[config.mk]
export PLATFORM = sky130hd
export DESIGN_NAME = mpl_link
export DESIGN_NICKNAME = d
export VERILOG_FILES = /design/src/rtl/mpl_pkg.sv /design/src/rtl/mpl_crc3.sv /design/src/rtl/mpl_link.sv
export SDC_FILE = /design/constraint.sdc
export NUM_CORES = 1
export LEC_CHECK = 0
export BUFFER_PORTS_ARGS = -buffer_cell sky130_fd_sc_hd__buf_2
export CELL_PAD_IN_SITES_DETAIL_PLACEMENT = 0
export CELL_PAD_IN_SITES_GLOBAL_PLACEMENT = 1
export CORE_ASPECT_RATIO = 1.2
export CORE_UTILIZATION = 47
export CTS_BUF_LIST = sky130_fd_sc_hd__clkbuf_8 sky130_fd_sc_hd__clkbuf_16
export DETAILED_ROUTE_END_ITERATION = 7
export GPL_ROUTABILITY_DRIVEN = 0
export PLACE_DENSITY = 0.86
export SETUP_SLACK_MARGIN = 0.3
export SLEW_MARGIN = 10
export SYNTH_ARGS = -nofsm -noshare
export SYNTH_HDL_FRONTEND = slang
export SYNTH_SLANG_ARGS = --single-unit
[constraint.sdc]
create_clock -name clock -period 6.82 [get_ports clock]
set_clock_uncertainty 0.15 [all_clocks]
set_input_delay 0.341 -clock clock [delete_from_list [all_inputs] [get_ports clock]]
set_output_delay 0.341 -clock clock [all_outputs]
set_load 0.01 [all_outputs]
[src/rtl/mpl_pkg.sv]
// Shared constants, modes, states and carriers of the Manchester programming link
package mpl_pkg;

    // ********************************************************
    // Timing
    // ********************************************************
    localparam int CLK_PERIOD_NS      = 32'h0000_000A;
    localparam int MSG_RX_TIMEOUT_NS  = 32'h0004_93E0;
    localparam int MSG_RX_CYC         = MSG_RX_TIMEOUT_NS / CLK_PERIOD_NS;
    localparam int EE_WRITE_DELAY_NS  = 32'h0131_2D00;
    localparam int EE_WRITE_CYC       = EE_WRITE_DELAY_NS / CLK_PERIOD_NS;
    localparam int PWM_HOLD_PERIODS   = 32'h0000_0002;
    localparam logic [7:0] SENT_HOLD_TICKS   = 8'h1E;
    localparam logic [7:0] SHARED_HOLD_TICKS = 8'h32;

    // ********************************************************
    // Widths and frame layout
    // ********************************************************
    localparam int TMR_W    = 24;
    localparam int BT_W     = 16;
    localparam int CNT_W    = 6;
    localparam int CS_W     = 4;
    localparam int ADDR_W   = 7;
    localparam int DATA_W   = 32;
    localparam int CRC_W    = 3;
    localparam int RD_BITS  = 1 + CS_W + ADDR_W + CRC_W;
    localparam int WR_BITS  = RD_BITS + DATA_W;
    localparam int ACK_BITS = CS_W + DATA_W + CRC_W;

    localparam logic [TMR_W-1:0]  TMR_STEP   = 24'h00_0001;
    localparam logic [TMR_W-1:0]  BT_LIMIT   = 24'h00_FFFF;
    localparam logic [CNT_W-1:0]  CNT_STEP   = 6'h01;
    localparam logic [CNT_W-1:0]  CNT_MAX    = 6'h3F;
    localparam logic [CRC_W-1:0]  CRC_PRESET = 3'h7;
    localparam logic [CRC_W-1:0]  CRC_GOOD   = 3'h0;
    localparam logic [CS_W-1:0]   CS_NONE    = 4'h0;
    localparam logic [CS_W-1:0]   CS_ALL     = 4'hF;
    localparam logic [CS_W-1:0]   CS_ONE     = 4'h1;
    localparam logic [ADDR_W-1:0] EE_ADDR_LAST = 7'h3F;
    localparam logic              RW_READ    = 1'h1;

    // ********************************************************
    // Types
    // ********************************************************
    typedef enum logic [2:0] {
        MODE_PWM         = 3'b000,
        MODE_SENT        = 3'b001,
        MODE_TRIG_SENT   = 3'b010,
        MODE_SHARED_SENT = 3'b011,
        MODE_ADDR_SENT   = 3'b100
    } mpl_mode_t;

    typedef enum logic [3:0] {
        ST_NORMAL     = 4'b0000,
        ST_GATE_RISE  = 4'b0001,
        ST_GATE_FALL  = 4'b0010,
        ST_FIRST_RISE = 4'b0011,
        ST_LINK_IDLE  = 4'b0100,
        ST_SYNC       = 4'b0101,
        ST_RX         = 4'b0110,
        ST_TURN       = 4'b0111,
        ST_TX         = 4'b1000,
        ST_EE_WAIT    = 4'b1001,
        ST_EE_MARK    = 4'b1010
    } mpl_state_t;

    typedef struct packed {
        mpl_mode_t   mode;
        logic [1:0]  die_addr;
        logic [15:0] pwm_period;
        logic [7:0]  sent_tick;
    } mpl_cfg_t;

    typedef struct packed {
        logic              rw;
        logic [ADDR_W-1:0] addr;
        logic [DATA_W-1:0] data;
    } mpl_cmd_t;

endpackage

[src/rtl/mpl_crc3.sv]
// Three-bit CRC shift register, polynomial x^3+x+1, preset to all ones
`timescale 1ns/10ps
`default_nettype none

module mpl_crc3
    import mpl_pkg::*;
(
    input  wire logic             clock,
    input  wire logic             rst_n,
    input  wire logic             clear,
    input  wire logic             step,
    input  wire logic             din,
    output logic [CRC_W-1:0]      crc
);

    logic fb;

    assign fb = crc[CRC_W-1] ^ din;

    always_ff @(posedge clock) begin
        if (!rst_n || clear) begin
            crc <= CRC_PRESET;
        end else if (step) begin
            crc <= {crc[1], crc[0] ^ fb, fb};
        end
    end

endmodule

`default_nettype wire

[src/rtl/mpl_link.sv]
// Manchester programming link: entry detection, frame receiver, answer transmitter
`timescale 1ns/10ps
`default_nettype none

// ********************************************************
// What this block does
// - PWM: no first rise in time, resume output
// - SENT: entry timeout restores normal output
// - Shared SENT: line released during gate time
// - Shared SENT: entry timeout resumes normal output
// - EEPROM write: wait, then falling completion edge
// - Manchester: one falls, zero rises mid-cell
// - Answer uses bit time of command frame
// - Two zero sync bits set bit time
// - Direction bit: zero writes, one reads
// - Four-bit chip select, all or none broadcast
// - Seven-bit register address follows chip select
// - Writes carry 32 data bits, reads none
// - Every frame ends in three CRC bits
// - Answer chip select is one-hot die address
// - Answer data field is 32 bits
// - Data bit 0 is least significant
// - CRC x^3+x+1, preset 111, sync excluded
// ********************************************************

module mpl_link
    import mpl_pkg::*;
#(
    parameter int MSG_RX_CYCLES = MSG_RX_CYC,
    parameter int EE_CYCLES     = EE_WRITE_CYC
) (
    input  wire logic              clock,
    input  wire logic              rst_n,
    input  wire logic              line_in,
    input  wire logic              norm_low,
    input  wire logic              leave_link,
    input  wire mpl_cfg_t          cfg,
    input  wire logic [DATA_W-1:0] rd_data,
    output logic                   line_out,
    output logic                   line_oe_n,
    output logic                   link_active,
    output logic                   cmd_valid,
    output mpl_cmd_t               cmd,
    output logic                   entry_abort,
    output logic                   frame_error,
    output logic                   ee_busy
);

    // ********************************************************
    // Declarations
    // ********************************************************
    logic                line_s1;
    logic                line_s2;
    logic                line_d;
    logic                rise;
    logic                fall;
    mpl_state_t          st;
    mpl_state_t          next_st;
    logic                tmr_clr;
    logic [TMR_W-1:0]    tmr;
    logic [TMR_W-1:0]    ent_tmr;
    logic                entering;
    logic                timeout;
    logic [2:0]          drv_hist;
    logic [TMR_W-1:0]    aux_cnt;
    logic [TMR_W-1:0]    hold_req;
    logic                aux_hit;
    logic [BT_W-1:0]     bt;
    logic [TMR_W-1:0]    bt_w;
    logic [TMR_W-1:0]    half_w;
    logic [TMR_W-1:0]    tq_w;
    logic [TMR_W-1:0]    oh_w;
    logic [WR_BITS-1:0]  rx_sr;
    logic [CNT_W-1:0]    rx_n;
    logic [CRC_W-1:0]    rx_crc;
    logic                rx_tick;
    logic                rx_end;
    logic                rx_done;
    logic                is_rd;
    logic                is_wr;
    logic [CS_W-1:0]     rx_cs;
    logic [ADDR_W-1:0]   rx_addr;
    logic                good;
    logic [ACK_BITS-1:0] tx_sr;
    logic [CNT_W-1:0]    tx_n;
    logic                tx_bit;
    logic                tx_start;
    logic                tx_b;
    logic                tx_half;
    logic [CRC_W-1:0]    tx_crc;

    // ********************************************************
    // Pin synchroniser and edges
    // ********************************************************
    always_ff @(posedge clock) begin
        if (!rst_n) begin
            line_s1 <= 1'b1;
            line_s2 <= 1'b1;
            line_d  <= 1'b1;
        end else begin
            line_s1 <= line_in;
            line_s2 <= line_s1;
            line_d  <= line_s2;
        end
    end

    assign rise = line_s2 & ~line_d;
    assign fall = ~line_s2 & line_d;

    // ********************************************************
    // Auxiliary pulse detection
    // ********************************************************
    always_ff @(posedge clock) begin
        if (!rst_n) begin
            hold_req <= '0;
        end else begin
            unique case (cfg.mode)
                MODE_PWM:
                    hold_req <= TMR_W'(cfg.pwm_period) * TMR_W'(PWM_HOLD_PERIODS);
                MODE_SENT, MODE_TRIG_SENT:
                    hold_req <= TMR_W'(cfg.sent_tick) * TMR_W'(SENT_HOLD_TICKS);
                MODE_SHARED_SENT, MODE_ADDR_SENT:
                    hold_req <= TMR_W'(cfg.sent_tick) * TMR_W'(SHARED_HOLD_TICKS);
                default:
                    hold_req <= TMR_W'(cfg.pwm_period) * TMR_W'(PWM_HOLD_PERIODS);
            endcase
        end
    end

    assign aux_hit = ~line_s2 & (aux_cnt >= hold_req) & (aux_cnt != '0);

    // Only low time not caused by our own driver counts
    always_ff @(posedge clock) begin
        if (!rst_n) begin
            drv_hist <= '0;
            aux_cnt  <= '0;
        end else begin
            drv_hist <= {drv_hist[1:0], ~line_oe_n};
            if (st != ST_NORMAL || line_s2 || drv_hist != '0) begin
                aux_cnt <= '0;
            end else if (!aux_hit) begin
                aux_cnt <= aux_cnt + TMR_STEP;
            end
        end
    end

    // ********************************************************
    // Bit timing and frame decode
    // ********************************************************
    assign bt_w    = TMR_W'(bt);
    assign half_w  = bt_w >> 1;
    assign tq_w    = bt_w - (bt_w >> 2);
    assign oh_w    = bt_w + half_w;
    assign timeout = entering & (ent_tmr >= TMR_W'(MSG_RX_CYCLES))
                   & (st == ST_GATE_RISE || st == ST_GATE_FALL || st == ST_FIRST_RISE);
    assign rx_end  = (st == ST_RX) & (tmr >= oh_w);
    assign rx_tick = (st == ST_RX) & ~rx_end & (tmr >= tq_w) & (rise | fall);
    assign rx_done = rx_end;

    assign is_rd   = (rx_n == CNT_W'(RD_BITS)) & (rx_sr[RD_BITS-1] == RW_READ);
    assign is_wr   = (rx_n == CNT_W'(WR_BITS)) & (rx_sr[WR_BITS-1] != RW_READ);
    assign rx_cs   = is_rd ? rx_sr[RD_BITS-2 -: CS_W] : rx_sr[WR_BITS-2 -: CS_W];
    assign rx_addr = is_rd ? rx_sr[RD_BITS-2-CS_W -: ADDR_W]
                           : rx_sr[WR_BITS-2-CS_W -: ADDR_W];
    assign good    = (is_rd | is_wr) & (rx_crc == CRC_GOOD)
                   & (rx_cs == CS_NONE || rx_cs == CS_ALL || rx_cs[cfg.die_addr]);

    // ********************************************************
    // State machine
    // ********************************************************
    always_comb begin
        next_st = st;
        tmr_clr = 1'b0;
        unique case (st)
            ST_NORMAL: begin
                if (aux_hit) begin
                    next_st = ST_GATE_RISE;
                end
            end
            ST_GATE_RISE: begin
                if (timeout) begin
                    next_st = ST_NORMAL;
                end else if (rise) begin
                    next_st = ST_GATE_FALL;
                end
            end
            ST_GATE_FALL: begin
                if (timeout) begin
                    next_st = ST_NORMAL;
                end else if (fall) begin
                    next_st = ST_FIRST_RISE;
                end
            end
            ST_FIRST_RISE: begin
                if (timeout) begin
                    next_st = ST_NORMAL;
                end else if (rise) begin
                    next_st = ST_SYNC;
                end
            end
            ST_LINK_IDLE: begin
                if (leave_link) begin
                    next_st = ST_NORMAL;
                end else if (fall) begin
                    next_st = ST_FIRST_RISE;
                end
            end
            ST_SYNC: begin
                if (rise) begin
                    next_st = ST_RX;
                end else if (tmr == BT_LIMIT) begin
                    next_st = ST_LINK_IDLE;
                end
            end
            ST_RX: begin
                if (rx_end) begin
                    if (!good) begin
                        next_st = ST_LINK_IDLE;
                    end else if (is_rd) begin
                        next_st = ST_TURN;
                    end else if (rx_addr <= EE_ADDR_LAST) begin
                        next_st = ST_EE_WAIT;
                    end else begin
                        next_st = ST_LINK_IDLE;
                    end
                end else if (rx_tick) begin
                    tmr_clr = 1'b1;
                end
            end
            ST_TURN: begin
                if (tmr == bt_w - TMR_STEP) begin
                    next_st = ST_TX;
                end
            end
            ST_TX: begin
                if (tmr == bt_w - TMR_STEP) begin
                    if (tx_n == CNT_W'(ACK_BITS - 1)) begin
                        next_st = ST_LINK_IDLE;
                    end else begin
                        tmr_clr = 1'b1;
                    end
                end
            end
            ST_EE_WAIT: begin
                if (tmr == TMR_W'(EE_CYCLES - 1)) begin
                    next_st = ST_EE_MARK;
                end
            end
            ST_EE_MARK: begin
                if (tmr == bt_w - TMR_STEP) begin
                    next_st = ST_LINK_IDLE;
                end
            end
            default: begin
                next_st = ST_NORMAL;
            end
        endcase
    end

    always_ff @(posedge clock) begin
        if (!rst_n) begin
            st  <= ST_NORMAL;
            tmr <= '0;
        end else begin
            st  <= next_st;
            tmr <= (tmr_clr || next_st != st) ? '0 : tmr + TMR_STEP;
        end
    end

    // Entry window timer runs from the end of the hold period
    always_ff @(posedge clock) begin
        if (!rst_n) begin
            entering <= 1'b0;
            ent_tmr  <= '0;
        end else if (st == ST_NORMAL && next_st == ST_GATE_RISE) begin
            entering <= 1'b1;
            ent_tmr  <= '0;
        end else if (timeout || next_st == ST_SYNC) begin
            entering <= 1'b0;
        end else begin
            ent_tmr  <= ent_tmr + TMR_STEP;
        end
    end

    // ********************************************************
    // Receiver
    // ********************************************************
    always_ff @(posedge clock) begin
        if (!rst_n) begin
            bt    <= '1;
            rx_sr <= '0;
            rx_n  <= '0;
        end else if (st == ST_SYNC && rise) begin
            bt    <= BT_W'(tmr + TMR_STEP);
            rx_n  <= '0;
        end else if (rx_tick) begin
            rx_sr <= {rx_sr[WR_BITS-2:0], fall};
            if (rx_n != CNT_MAX) begin
                rx_n <= rx_n + CNT_STEP;
            end
        end
    end

    mpl_crc3 u_rx_crc (
        .clock (clock),
        .rst_n (rst_n),
        .clear (st == ST_SYNC),
        .step  (rx_tick),
        .din   (fall),
        .crc   (rx_crc)
    );

    // ********************************************************
    // Answer transmitter
    // ********************************************************
    assign tx_start = (st == ST_TURN && next_st == ST_TX)
                    | (st == ST_TX && next_st == ST_TX && tmr == bt_w - TMR_STEP);
    assign tx_b     = (st == ST_TURN) ? tx_sr[ACK_BITS-1]
                    : (tx_n == CNT_W'(CS_W + DATA_W - 1)) ? tx_crc[CRC_W-1]
                    : tx_sr[ACK_BITS-2];
    assign tx_half  = (st == ST_TX) & (next_st == ST_TX) & (tmr == half_w - TMR_STEP);

    always_ff @(posedge clock) begin
        if (!rst_n) begin
            tx_sr  <= '0;
            tx_n   <= '0;
            tx_bit <= 1'b0;
        end else if (st == ST_TURN && tmr == '0) begin
            tx_sr <= {CS_ONE << cfg.die_addr, rd_data, CRC_GOOD};
        end else if (tx_start) begin
            tx_bit <= tx_b;
            if (st == ST_TURN) begin
                tx_n <= '0;
            end else begin
                tx_n <= tx_n + CNT_STEP;
                if (tx_n == CNT_W'(CS_W + DATA_W - 1)) begin
                    tx_sr <= {tx_crc, tx_sr[ACK_BITS-2 -: ACK_BITS-CRC_W-1], 1'b0};
                end else begin
                    tx_sr <= {tx_sr[ACK_BITS-2:0], 1'b0};
                end
            end
        end
    end

    mpl_crc3 u_tx_crc (
        .clock (clock),
        .rst_n (rst_n),
        .clear (st == ST_TURN && tmr == '0),
        .step  (tx_start && (st == ST_TURN || tx_n < CNT_W'(CS_W + DATA_W - 1))),
        .din   (tx_b),
        .crc   (tx_crc)
    );

    // ********************************************************
    // Line driver and status outputs
    // ********************************************************
    always_ff @(posedge clock) begin
        if (!rst_n) begin
            line_out  <= 1'b0;
            line_oe_n <= 1'b1;
        end else begin
            line_out <= 1'b0;
            if (next_st == ST_NORMAL) begin
                line_oe_n <= ~norm_low;
            end else if (tx_start) begin
                line_oe_n <= tx_b;
            end else if (tx_half) begin
                line_oe_n <= ~tx_bit;
            end else if (next_st == ST_EE_MARK) begin
                line_oe_n <= 1'b0;
            end else if (next_st != ST_TX) begin
                line_oe_n <= 1'b1;
            end
        end
    end

    always_ff @(posedge clock) begin
        if (!rst_n) begin
            link_active <= 1'b0;
            entry_abort <= 1'b0;
            cmd_valid   <= 1'b0;
            frame_error <= 1'b0;
            ee_busy     <= 1'b0;
            cmd         <= '0;
        end else begin
            entry_abort <= timeout;
            cmd_valid   <= rx_done & good;
            frame_error <= rx_done & ~good;
            ee_busy     <= (next_st == ST_EE_WAIT);
            if (next_st == ST_NORMAL) begin
                link_active <= 1'b0;
            end else if (next_st == ST_SYNC) begin
                link_active <= 1'b1;
            end
            if (rx_done && good) begin
                cmd.rw   <= is_rd;
                cmd.addr <= rx_addr;
                cmd.data <= is_rd ? '0 : rx_sr[CRC_W +: DATA_W];
            end
        end
    end

    // ********************************************************
    // Assertions
    // ********************************************************
    property p_abort_time;
        @(posedge clock) disable iff (!rst_n)
        entry_abort |-> $past(ent_tmr) >= TMR_W'(MSG_RX_CYCLES) && st == ST_NORMAL;
    endproperty
    a_abort_time: assert property (p_abort_time) else $error("Entry aborted early");

    property p_abort_restore;
        @(posedge clock) disable iff (!rst_n)
        entry_abort |-> line_oe_n == !$past(norm_low) && !link_active;
    endproperty
    a_abort_restore: assert property (p_abort_restore) else $error("Output not restored");

    property p_abort_from_entry;
        @(posedge clock) disable iff (!rst_n)
        entry_abort |-> $past(entering) && !$past(link_active) && $past(line_oe_n);
    endproperty
    a_abort_from_entry: assert property (p_abort_from_entry) else $error("Abort outside entry");

    property p_ee_mark;
        @(posedge clock) disable iff (!rst_n)
        (st == ST_EE_WAIT && tmr == TMR_W'(EE_CYCLES - 1)) |=> st == ST_EE_MARK && !line_oe_n;
    endproperty
    a_ee_mark: assert property (p_ee_mark) else $error("No completion edge");

    property p_tx_edges;
        @(posedge clock) disable iff (!rst_n)
        (st == ST_TX && $past(st) == ST_TX && line_oe_n != $past(line_oe_n))
        |-> ($past(tmr) == half_w - TMR_STEP || $past(tmr) == bt_w - TMR_STEP);
    endproperty
    a_tx_edges: assert property (p_tx_edges) else $error("Answer edge off bit time");

    property p_ack_cs;
        @(posedge clock) disable iff (!rst_n)
        (st == ST_TURN && next_st == ST_TX) |-> tx_sr[ACK_BITS-1 -: CS_W] == (CS_ONE << cfg.die_addr);
    endproperty
    a_ack_cs: assert property (p_ack_cs) else $error("Answer select not one-hot");

    property p_ack_data;
        @(posedge clock) disable iff (!rst_n)
        (st == ST_TURN && tmr == '0) |=> tx_sr[ACK_BITS-1-CS_W -: DATA_W] == $past(rd_data);
    endproperty
    a_ack_data: assert property (p_ack_data) else $error("Answer data wrong");

    property p_discard;
        @(posedge clock) disable iff (!rst_n)
        (rx_done && !good) |=> !cmd_valid && frame_error && st == ST_LINK_IDLE;
    endproperty
    a_discard: assert property (p_discard) else $error("Bad frame not discarded");

    property p_release;
        @(posedge clock) disable iff (!rst_n)
        (st inside {ST_SYNC, ST_RX} && $past(st) inside {ST_SYNC, ST_RX}) |-> line_oe_n;
    endproperty
    a_release: assert property (p_release) else $error("Line driven during receive");

endmodule

`default_nettype wire

# --- Word level (Yosys, flattened, before mapping) ---
# Index checks and enable logic that the tools add are counted.
word_totals:
  inputBits: 66
  elab_cells: 205
  mem_count: 0
  mem_bits_ro: 0
  ramBits: 0
  latch_bits: 0
  ff_bits: 274
op_classes:
  add_sub_neg: 9
  div: 0
  order_cmp: 7
  n_bitwise: 37
  reduce_logical: 44
  mux: 45
  n_shift: 1
  n_mul: 2
  eq_ne: 32
ops:
  columns: ["op", "n"]
  rows:
  - ["$mux W39", 4]
  - ["$mux W4", 20]
  - ["$add A24 B1 Y24 const B", 3]
  - ["$eq A24 B24 Y1", 2]
  - ["$ge A24 B24 Y1", 2]
  - ["$pmux W4 S11", 1]
  - ["$pmux W17 S2", 1]
  - ["$mux W32", 1]
  - ["$eq A4 B4 Y1 const B", 7]
  - ["$eq A24 B16 Y1 const B", 1]
  - ["$eq A24 B21 Y1 const B", 1]
  - ["$ge A24 B15 Y1 const B", 1]
  - ["$ge A24 B17 Y1", 1]
  - ["$logic_not A24 Y1", 1]
  - ["$reduce_bool A24 Y1", 1]
  - ["$eq A4 B3 Y1 const B", 5]
  - ["$and A1 B1 Y1", 18]
  - ["$eq A6 B6 Y1 const B", 3]
  - ["$add A16 B15 Y17", 1]
  - ["$sub A16 B1 Y17 const B", 1]
  - ["$sub A16 B14 Y17", 1]
  - ["$reduce_or A2 Y1", 8]
  - ["$sub A15 B1 Y16 const B", 1]
  - ["$mux W1", 14]
  - ["34 further kinds", 78]

# --- Longest topological paths before layout ---
# Gate-level depths: netlist of run 1.
logic_depth:
  ltp_word: 16
  mapped_depth: 26

# --- Modules after synthesis ---
# A second synthesis of run 1 with hierarchy kept.
hier_totals:
  hier_cells: 2072
  area_unflattened_um2: 16686.0
by_module_without_submodules:
  columns: ["module", "area_per_inst_um2", "n_inst", "cells_per_inst"]
  rows:
  - ["mpl_link", 16390.7, 1, 2046]
  - ["mpl_crc3", 147.6, 2, 13]

# --- Least setup slack after synthesis of run 1 ---
# OpenSTA, ideal clock, no wires.
synth_path:
  path_type: "register to register"
  startpoint: "register bt[1]"
  endpoint: "register ent_tmr[19]"
  arrival_ns: 4.865
  t_required_ns: 6.554
  slack_ns: 1.689
  path_stages_with_launch: 26
  setup_time_ns: 0.116
  n_path_buf: 2
  cell_sequence: "dfxtp_1 -> inv_1 -> ha_1 -> a21o_1 -> a21oi_1 -> nand2b_1 -> a21oi_1 -> nor3_1 -> o31ai_1 -> o211a_1 -> o21a_1 -> or3_1 -> nand2_1 -> ha_1 -> a211oi_1 -> o211ai_1 -> o221ai_1 -> nand3_1 -> o21a_1 -> a221oi_2 -> nand2_1 -> buf_2 -> a31oi_2 -> buf_2 -> a21oi_1 -> a31o_2"
synth_between:
  elab_chain_len: 8
  elab_cells_between_ends: 15
synth_lines:
  columns: ["item", "line_no", "rtl"]
  rows:
  - ["start: declaration", "mpl_link.sv:68", "logic [BT_W-1:0] bt;"]
  - ["start signal: assignment", "mpl_link.sv:294", "bt <= BT_W'(tmr + TMR_STEP);"]
  - ["$add A16 B15 Y17", "mpl_link.sv:153", "assign oh_w = bt_w + half_w;"]
  - ["$ge A24 B17 Y1", "mpl_link.sv:156", "assign rx_end = (st == ST_RX) & (tmr >= oh_w);"]
  - ["$and A1 B1 Y1", "mpl_link.sv:156", null]
  - ["$mux W4", "mpl_link.sv:216", "if (rx_end) begin"]
  - ["$pmux W4 S11 *", "mpl_link.sv:174", "unique case (st)"]
  - ["$eq A4 B1 Y1", "mpl_link.sv:275", "end else if (st == ST_NORMAL && next_st == ST_GATE_RISE) begin"]
  - ["$logic_and A1 B1 Y1", "mpl_link.sv:275", null]
  - ["$reduce_or A2 Y1 (no source line)", null, null]
  - ["end signal: assignment", "mpl_link.sv:281", "ent_tmr <= ent_tmr + TMR_STEP;"]
  - ["end: declaration", "mpl_link.sv:61", "logic [TMR_W-1:0] ent_tmr;"]
# Every way passes the cells marked *; elsewhere a longest branch is shown, timed or not.
# A chain may end at the register's enable or synchronous reset.

# --- Worst setup path in the final report of run 1 ---
layout_path:
  startpoint: "register bt[2]"
  endpoint: "register tx_sr[27]"
layout_between:
  elab_chain_len: 11
  elab_cells_between_ends: 17
layout_lines:
  columns: ["item", "line_no", "rtl"]
  rows:
  - ["$add A16 B15 Y17", "mpl_link.sv:153", null]
  - ["$ge A24 B17 Y1", "mpl_link.sv:156", null]
  - ["$and A1 B1 Y1", "mpl_link.sv:156", null]
  - ["$mux W4", "mpl_link.sv:216", null]
  - ["$pmux W4 S11", "mpl_link.sv:174", null]
  - ["$eq A4 B4 Y1", "mpl_link.sv:316, mpl_link.sv:317", null]
  - ["$logic_and A1 B1 Y1 (2 in series)", "mpl_link.sv:317", "| (st == ST_TX && next_st == ST_TX && tmr == bt_w - TMR_STEP);"]
  - ["$or A1 B1 Y1 *", "mpl_link.sv:317", null]
  - ["$reduce_bool A2 Y1 (no source line) *", null, null]
  - ["$reduce_and A2 Y1 (no source line) *", null, null]
  - ["end signal: assignment", "mpl_link.sv:329", "tx_sr <= {CS_ONE << cfg.die_addr, rd_data, CRC_GOOD};"]
  - ["end signal: assignment", "mpl_link.sv:337", "tx_sr <= {tx_crc, tx_sr[ACK_BITS-2 -: ACK_BITS-CRC_W-1], 1'b0};"]
  - ["end signal: assignment", "mpl_link.sv:339", "tx_sr <= {tx_sr[ACK_BITS-2:0], 1'b0};"]
  - ["end: declaration", "mpl_link.sv:84", "logic [ACK_BITS-1:0] tx_sr;"]
# Marked as above.

==> results of run 1 <==
-- cell families (layout without fill, tap and decap cells) --
group | count (synthesis) | in the layout | share of synthesized area
flops | 265 | 265 | 0.3137
mux | 60 | 60 | 0.03580
buf+inv | 213 | 338 | 0.05001
fa+ha+maj | 177 | 177 | 0.1389
other cells | 1 | 1 | 0.0002217
simple gates | 740 | 741 | 0.2124
compound gates | 462 | 462 | 0.1781
xor+xnor | 137 | 137 | 0.07094
-- stage by stage --
stage / area (um2) / cells
floorplan: 16910 / 2055
detailed placement: 17750 / 2535
global route: 19310 / 2643
global placement: 17750 / 2535
finish: 19310 / 2643
CTS: 19210 / 2635
-- area by class of cell --
class | count | area [um2]
fill | 3239 | 15880
multi-input combinational | 1578 | 10830
sequential | 265 | 5306
timing repair buffer | 186 | 1246
clock buffer | 35 | 797.0
tap | 462 | 578.1
inverter | 103 | 389.1
clock inverter | 14 | 156.4
-- worst max-delay path, delay by kind of cell, from the launching register on --
kind,cells,cell delay [ps]
buf+inv,1,190
simple gates,7,1860
fa+ha+maj,2,610
compound gates,13,2750
flops,1,440
-- sequential cells by signal, summed over array words and instances (netlist names), 3 cells and up --
| register | cells |
|---|---|
| st | 4 |
| cmd | 40 |
| u_rx_crc.crc | 3 |
| bt | 16 |
| ent_tmr | 24 |
| tx_n | 6 |
| rx_sr | 47 |
| rx_n | 6 |
| aux_cnt | 24 |
| hold_req | 16 |
| u_tx_crc.crc | 3 |
| drv_hist | 3 |
| tmr | 24 |
| tx_sr | 38 |
-- synth_stat cells (4+ instances only) --
master       n
nor4_1      28
a311oi_1     8
a211oi_1    17
nand2_1    239
a21boi_0     6
or4_1        7
a211o_1      4
a2bb2oi_1   33
clkbuf_1    90
o21a_1      10
fa_1        18
o211ai_1    23
nor2_1     153
o41ai_1      5
o22ai_1      4
and3_1      25
a22oi_1     10
and4_1       6
and2_1       9
buf_2       13
o31ai_1      9
or3_1       16
o21ai_0     48
xor2_1      48
inv_1      102
a41oi_1      5
a31o_2       9
a21o_1      25
nand4_1     24
nand3_1    125
dfxtp_1    265
nand2b_1    23
mux2i_1     56
nor2b_1     16
mux2_2       4
nor3_1      35
xnor2_1     89
a21oi_1    198
a31oi_1     10
ha_1       159
or2_2        7
-- power breakdown --
part | leakage [nW] | internal [W] | switching (W)
clock network | 0.486 | 0.000933 | 0.000633
registers | 2.14 | 0.00157 | 0.0000146
logic | 5.43 | 0.000168 | 0.000203
-- what timing repair did --
action / in CTS / in global routing
endpoints found under the setup margin: 0 / 119
buffers inserted: 0 / 7
hold endpoints to repair: 51 / 0
resized for setup: 0 / 5
hold buffers: 51 / 0
-- final timing paths --
check | from | to | slack, ps | cells past startpoint
setup / recovery | bt[2] | tx_sr[27] | 740 | 23
hold / removal | norm_low | line_oe_n | 20 | 4
setup reg to reg | bt[2] | tx_sr[27] | 740 | 23
hold reg to reg | line_s1 | line_s2 | 260 | 1
-- layer usage --
metal / track usage / vias to the layer above / routed length (um) / part of all wire
met5: 0 / - / 0 / 0
met4: 0.08036 / 0 / 1312 / 0.031
met3: 0.02699 / 94 / 1648 / 0.039
met2: 0.4033 / 304 / 20430 / 0.48
met1: 0.2854 / 7048 / 19060 / 0.45
li1: - / 7482 / - / -
==> flow_summary_export.csv, run 1 <==
group,metric,value,unit
cells_and_area,mostFrequentLayoutCells,"dfxtp_1 (264), nand2_1 (238), a21oi_1 (198)",
cells_and_area,layout_commonest_cell,"dfxtp_1",
timing,fin_crit,6083,ps
cells_and_area,syn_to_final_growth,14.14,%
setup_path,crit_type,"flip-flop to flip-flop",
die,die_w,175.2,um
timing,finalHoldViolCount,0,
cells_and_area,n_antenna_cell,0,
flow_run,drv_cap,0,
route,drt_first_pass_iters,5,
pwr,p_total,0.003517,W
setup_path,required,7170,ps
global_route,grt_max_degree,107,
pwr,power.leakage,8.057,nW
route,via_count,14930,
route,routed_wl,42.45,mm
synth,ys.flop_type,"dfxtp_1",
timing,final_max_slew_viol_count,0,
die,die_area,0.03675,mm2
timing,tightest_slew,1135,ps
die,core-area,0.03519,mm2
setup_path,critPathMaxFanout,18,
synth,synthCells,2055,
clock_network,clk_latency,570,ps
clock_network,clock_sinks,265,
global_route,antenna_found_initial,1,
route,drc,0,
timing,setup_viol,0,
synth,synth_area_leader_cell,"dfxtp_1",
clock_network,cts.clk_slew.worst_paths,60,ps
cells_and_area,num-nets-final,2405,
pwr,pwr_density_cell,182.2,mW/mm2
synth,ys_ff_latch,265,
clock_network,cts_buffers,28,
timing,finalCritPeriodShare,0.8919,
outcome,outcome,"completed",
setup_path,endpoint_kind,"flip-flop",
clock_network,cts_buffer_depth,3,
die,chipHeight,209.8,um
die,io_pins,113,
timing,setup_ws,737.4,ps
place,place_ws,489.2,ps
clock_network,ctsHtreeMaxLevel,1,
timing,rsz0062_at_grt,"false",
timing,fmax,164.4,MHz
synth,synthArstFlopShare,0,
place,io_buffers,111,
die,rows,75,
timing,slew_headroom,0.2366,
synth,syn_area,0.01691,mm2
global_route,overflow,0,
synth,syn_nets,2298,
route,via_per_inst,5.648,
setup_path,crit_slowest_cell,"nand4b_2",
route,ant_nets,0,
timing,whs,21.41,ps
synth,synth_edf_count,0,
setup_path,cp_slowest_stage_delay,640,ps
die,initial_core_util,0.4806,
synth,yosysUniqueCellTypes,87,
place,hpwl,29.46,mm
synth,synthDominantCellAreaShare,0.3137,
clock_network,clockRootBuffer,"clkbuf_16",
setup_path,startpoint_type,"flip-flop",
clock_network,tritoncts,"done",
pwr,ir_worst_vdd,0.1719,mV
global_route,grtUsageTotal,0.2286,
setup_path,crit_chain,"inv_1, ha_1, a21o_1, a21oi_1, nand2b_1, a21oi_1, nor3_1, o31ai_1, o211a_1, o21a_1, or3_1, nand2_1, ha_1, a211oi_1, o211ai_1, o221ai_1, nand3_1, o21a_1, a221oi_2, nand2_2, nand4b_2, a2bb2oi_1, a21oi_1",
cells_and_area,drive_above_1_share,0.1050,
synth,seq_area_frac_synth,0.3137,
setup_path,crit_arrival,6430,ps
hold_path,hp-class,"primary input to flip-flop",
timing,finalSetupTns,0,ps
route,wire_per_inst,16.06,um
global_route,grt_pass1_vias,14310,
setup_path,crit_top_cell,"a21oi_1",
route,drtIter0Drc,798,
global_route,grt_pass1_wl,70.24,mm
cells_and_area,utilization,0.5486,
synth,synth_warnings,0,
synth,ys_top_cells_by_area,"dfxtp_1 (31%), ha_1 (12%), a21oi_1 (5.9%)",
synth,synthesis.area_per_instance,8.231,um2
No activity file was read; power rests on OpenSTA's default activity.
==> inputs of run 2 (changes only) <==
- CORE_UTILIZATION: 47 -> 46
- PLACE_DENSITY: 0.86 -> 0.85
- SYNTH_HIERARCHICAL: unset -> 1
==> flow_summary_export.csv, run 2 <==
group,metric,value,unit
clock_network,clockRootBuffer,"clkbuf_16",
synth,seq_area_frac_synth,0.3179,
route,drt_first_pass_iters,5,
cells_and_area,largest-register,"rx_sr",
setup_path,cp_slowest_stage_delay,560,ps
route,top_layer_used,"met4",
die,die_w,175.9,um
route,via_per_inst,5.678,
route,drtIter0Drc,850,
global_route,antenna_found_initial,0,
route,drc,0,
synth,syn_area,0.01669,mm2
setup_path,critPathTopFamily,"compound AO/OA/AOI/OAI gates",
die,io_pins,113,
synth,synthesis.area_per_instance,8.053,um2
setup_path,crit_arrival,6240,ps
die,chipHeight,210.6,um
timing,fin_crit,5943,ps
clock_network,cts_buffers,26,
setup_path,critical_path_buf_inv_count,2,
clock_network,clock_sinks,265,
outcome,outcome,"completed",
cells_and_area,area.sequential,0.005309,mm2
cells_and_area,top_regs,"rx_sr: 47 flops, cmd: 40 flops, tx_sr: 38 flops",
setup_path,crit_type,"flip-flop to flip-flop",
cells_and_area,syn_to_final_growth,14.65,%
clock_network,clk_latency,550,ps
setup_path,crit_chain,"inv_1, ha_1, nor2b_1, o21ai_0, a21oi_1, o21ai_0, nand2b_1, a311oi_2, o2111ai_1, a31o_2, a21o_1, xnor2_1, ha_1, nand3_1, a2111oi_1, nand2_1, a31o_2, nand2_1, a31o_2, nand2_2, buf_4, mux2i_1, o21ai_0, and2_1",
hold_path,hold_depth,3,
route,wl_met3,2.148,mm
synth,synth_warnings,6,
cells_and_area,n_antenna_cell,0,
clock_network,cts.clk_slew.worst_paths,70,ps
synth,yosysUniqueCellTypes,77,
route,wl_met1,19.98,mm
die,die_area,0.03704,mm2
clock_network,cts_buffer_depth,3,
route,wire_per_inst,16.84,um
synth,synth_common_cells,"nand2_1 (305), dfxtp_1 (265), a21oi_1 (248)",
synth,ys_ff_latch,265,
cells_and_area,drive_above_1_share,0.1000,
cells_and_area,largest_register_ffs,47,
route,ant_nets,0,
timing,rsz0062_at_grt,"false",
cells_and_area,fillers,3394,
setup_path,path_depth,24,
global_route,grt_pass1_wl,73.24,mm
timing,finalHoldViolCount,0,
global_route,grt_max_degree,89,
route,routed_wl,44.92,mm
cells_and_area,utilization,0.5336,
setup_path,r2r_cells,24,
global_route,grtUsageTotal,0.2392,
route,dr_wl_met2,21.61,mm
timing,tightest_slew,1380,ps
timing,fmax,168.3,MHz
clock_network,ctsHtreeMaxLevel,1,
synth,synth_edf_count,0,
setup_path,endpoint_kind,"flip-flop",
timing,finalSetupTns,0,ps
pwr,ir_worst_vdd,0.1854,mV
cells_and_area,multiInputGateArea,0.01066,mm2
synth,synthArstFlopShare,0,
place,hpwl,31.39,mm
synth,synthCells,2072,
synth,syn_nets,2315,
cells_and_area,mostFrequentLayoutCells,"nand2_1 (304), dfxtp_1 (262), a21oi_1 (246)",
timing,slew_headroom,0.07000,
synth,ys.flop_type,"dfxtp_1",
synth,synthDominantCellAreaShare,0.3179,
die,initial_core_util,0.4654,
synth,ys_top_cells_by_area,"dfxtp_1 (32%), ha_1 (12%), a21oi_1 (7.4%)",
setup_path,startpoint_type,"flip-flop",
timing,final_max_slew_viol_count,0,
die,rows,76,
timing,setup_viol,0,
flow_run,drv_cap,0,
cells_and_area,layout_commonest_cell,"nand2_1",
global_route,grt_pass1_vias,14780,
synth,synth_area_leader_cell,"dfxtp_1",
cells_and_area,num-nets-final,2422,
pwr,power.leakage,7.793,nW
pwr,p_total,0.003561,W
hold_path,hp-class,"primary input to flip-flop",
pwr,pwr_density_cell,186.1,mW/mm2
setup_path,crit_slowest_cell,"a2111oi_1",
setup_path,required,7120,ps
synth,synth_most_common_cell,"nand2_1",
die,core-area,0.03585,mm2
clock_network,tritoncts,"done",
timing,finalCritPeriodShare,0.8715,
route,via_count,15140,
setup_path,critPathMaxFanout,26,
global_route,overflow,0,
place,io_buffers,111,
## run 2: path summary, 6_finish.rpt
kind / from / to / slack (ps)
max reg2reg: bt[2] / tx_sr[9] / 880
min: cfg[0] / hold_req[1] / 20
min reg2reg: tx_sr[38] / tx_sr[38] / 300
max: bt[2] / tx_sr[9] / 880
## run 2: cells by family after synthesis
family | count (synthesis) | share of synthesized area
AOI/OAI and AO/OA | 507 | 0.1881
DFF | 265 | 0.3179
adders and majority gates | 177 | 0.1408
muxes | 16 | 0.009598
other | 1 | 0.0002247
buffers and inverters | 210 | 0.04836
xor gates and xnor gates | 134 | 0.07199
and+or+nand+nor | 762 | 0.2230
## run 2: tightest hold or removal path, delay by kind of cell
family,cells,cell delay [ps]
simple gates,1,90
buf+inv,1,140
mux,1,110
## run 2: per-stage QoR
step	instances	instance area, um2	hold WS, ps	setup WS, ps
after floorplan	2072	16690	236.3	1110
after detailed placement	2568	17610	295.4	502.1
after global placement	2568	17610	285.5	581.5
after global routing	2667	19130	37.69	413.7
final	2667	19130	21.38	876.6
after CTS	2663	19060	12.91	486.7
## run 2: where the power goes
part | switching [W] | leakage (nW) | total, W | internal (W)
combinational | 0.000198 | 5.16 | 0.000353 | 0.000155
sequential | 0.0000102 | 2.14 | 0.00157 | 0.00156
clock | 0.000637 | 0.489 | 0.00163 | 0.000997
## run 2: per-layer routing
| metal | vias up | global-route usage |
|---|---|---|
| li1 | 7548 | - |
| met1 | 7199 | 0.3039 |
| met2 | 325 | 0.4094 |
| met3 | 72 | 0.03762 |
| met4 | 0 | 0.08126 |
| met5 | - | 0 |
## run 2: layout make-up
type | count | share of cell area
flip-flops and latches | 265 | 0.2775
well taps | 468 | 0.03061
clock buffers | 35 | 0.04107
inverters | 108 | 0.02132
repair buffers | 179 | 0.06207
clock inverters | 13 | 0.01046
multi-input cells | 1599 | 0.5570
## run 2: repair_timing
action / CTS / global route
resized for setup: 0 / 10
endpoints found under the setup margin: 0 / 126
hold buffers: 47 / 0
buffers inserted: 0 / 2
endpoints found under the hold margin: 47 / 0
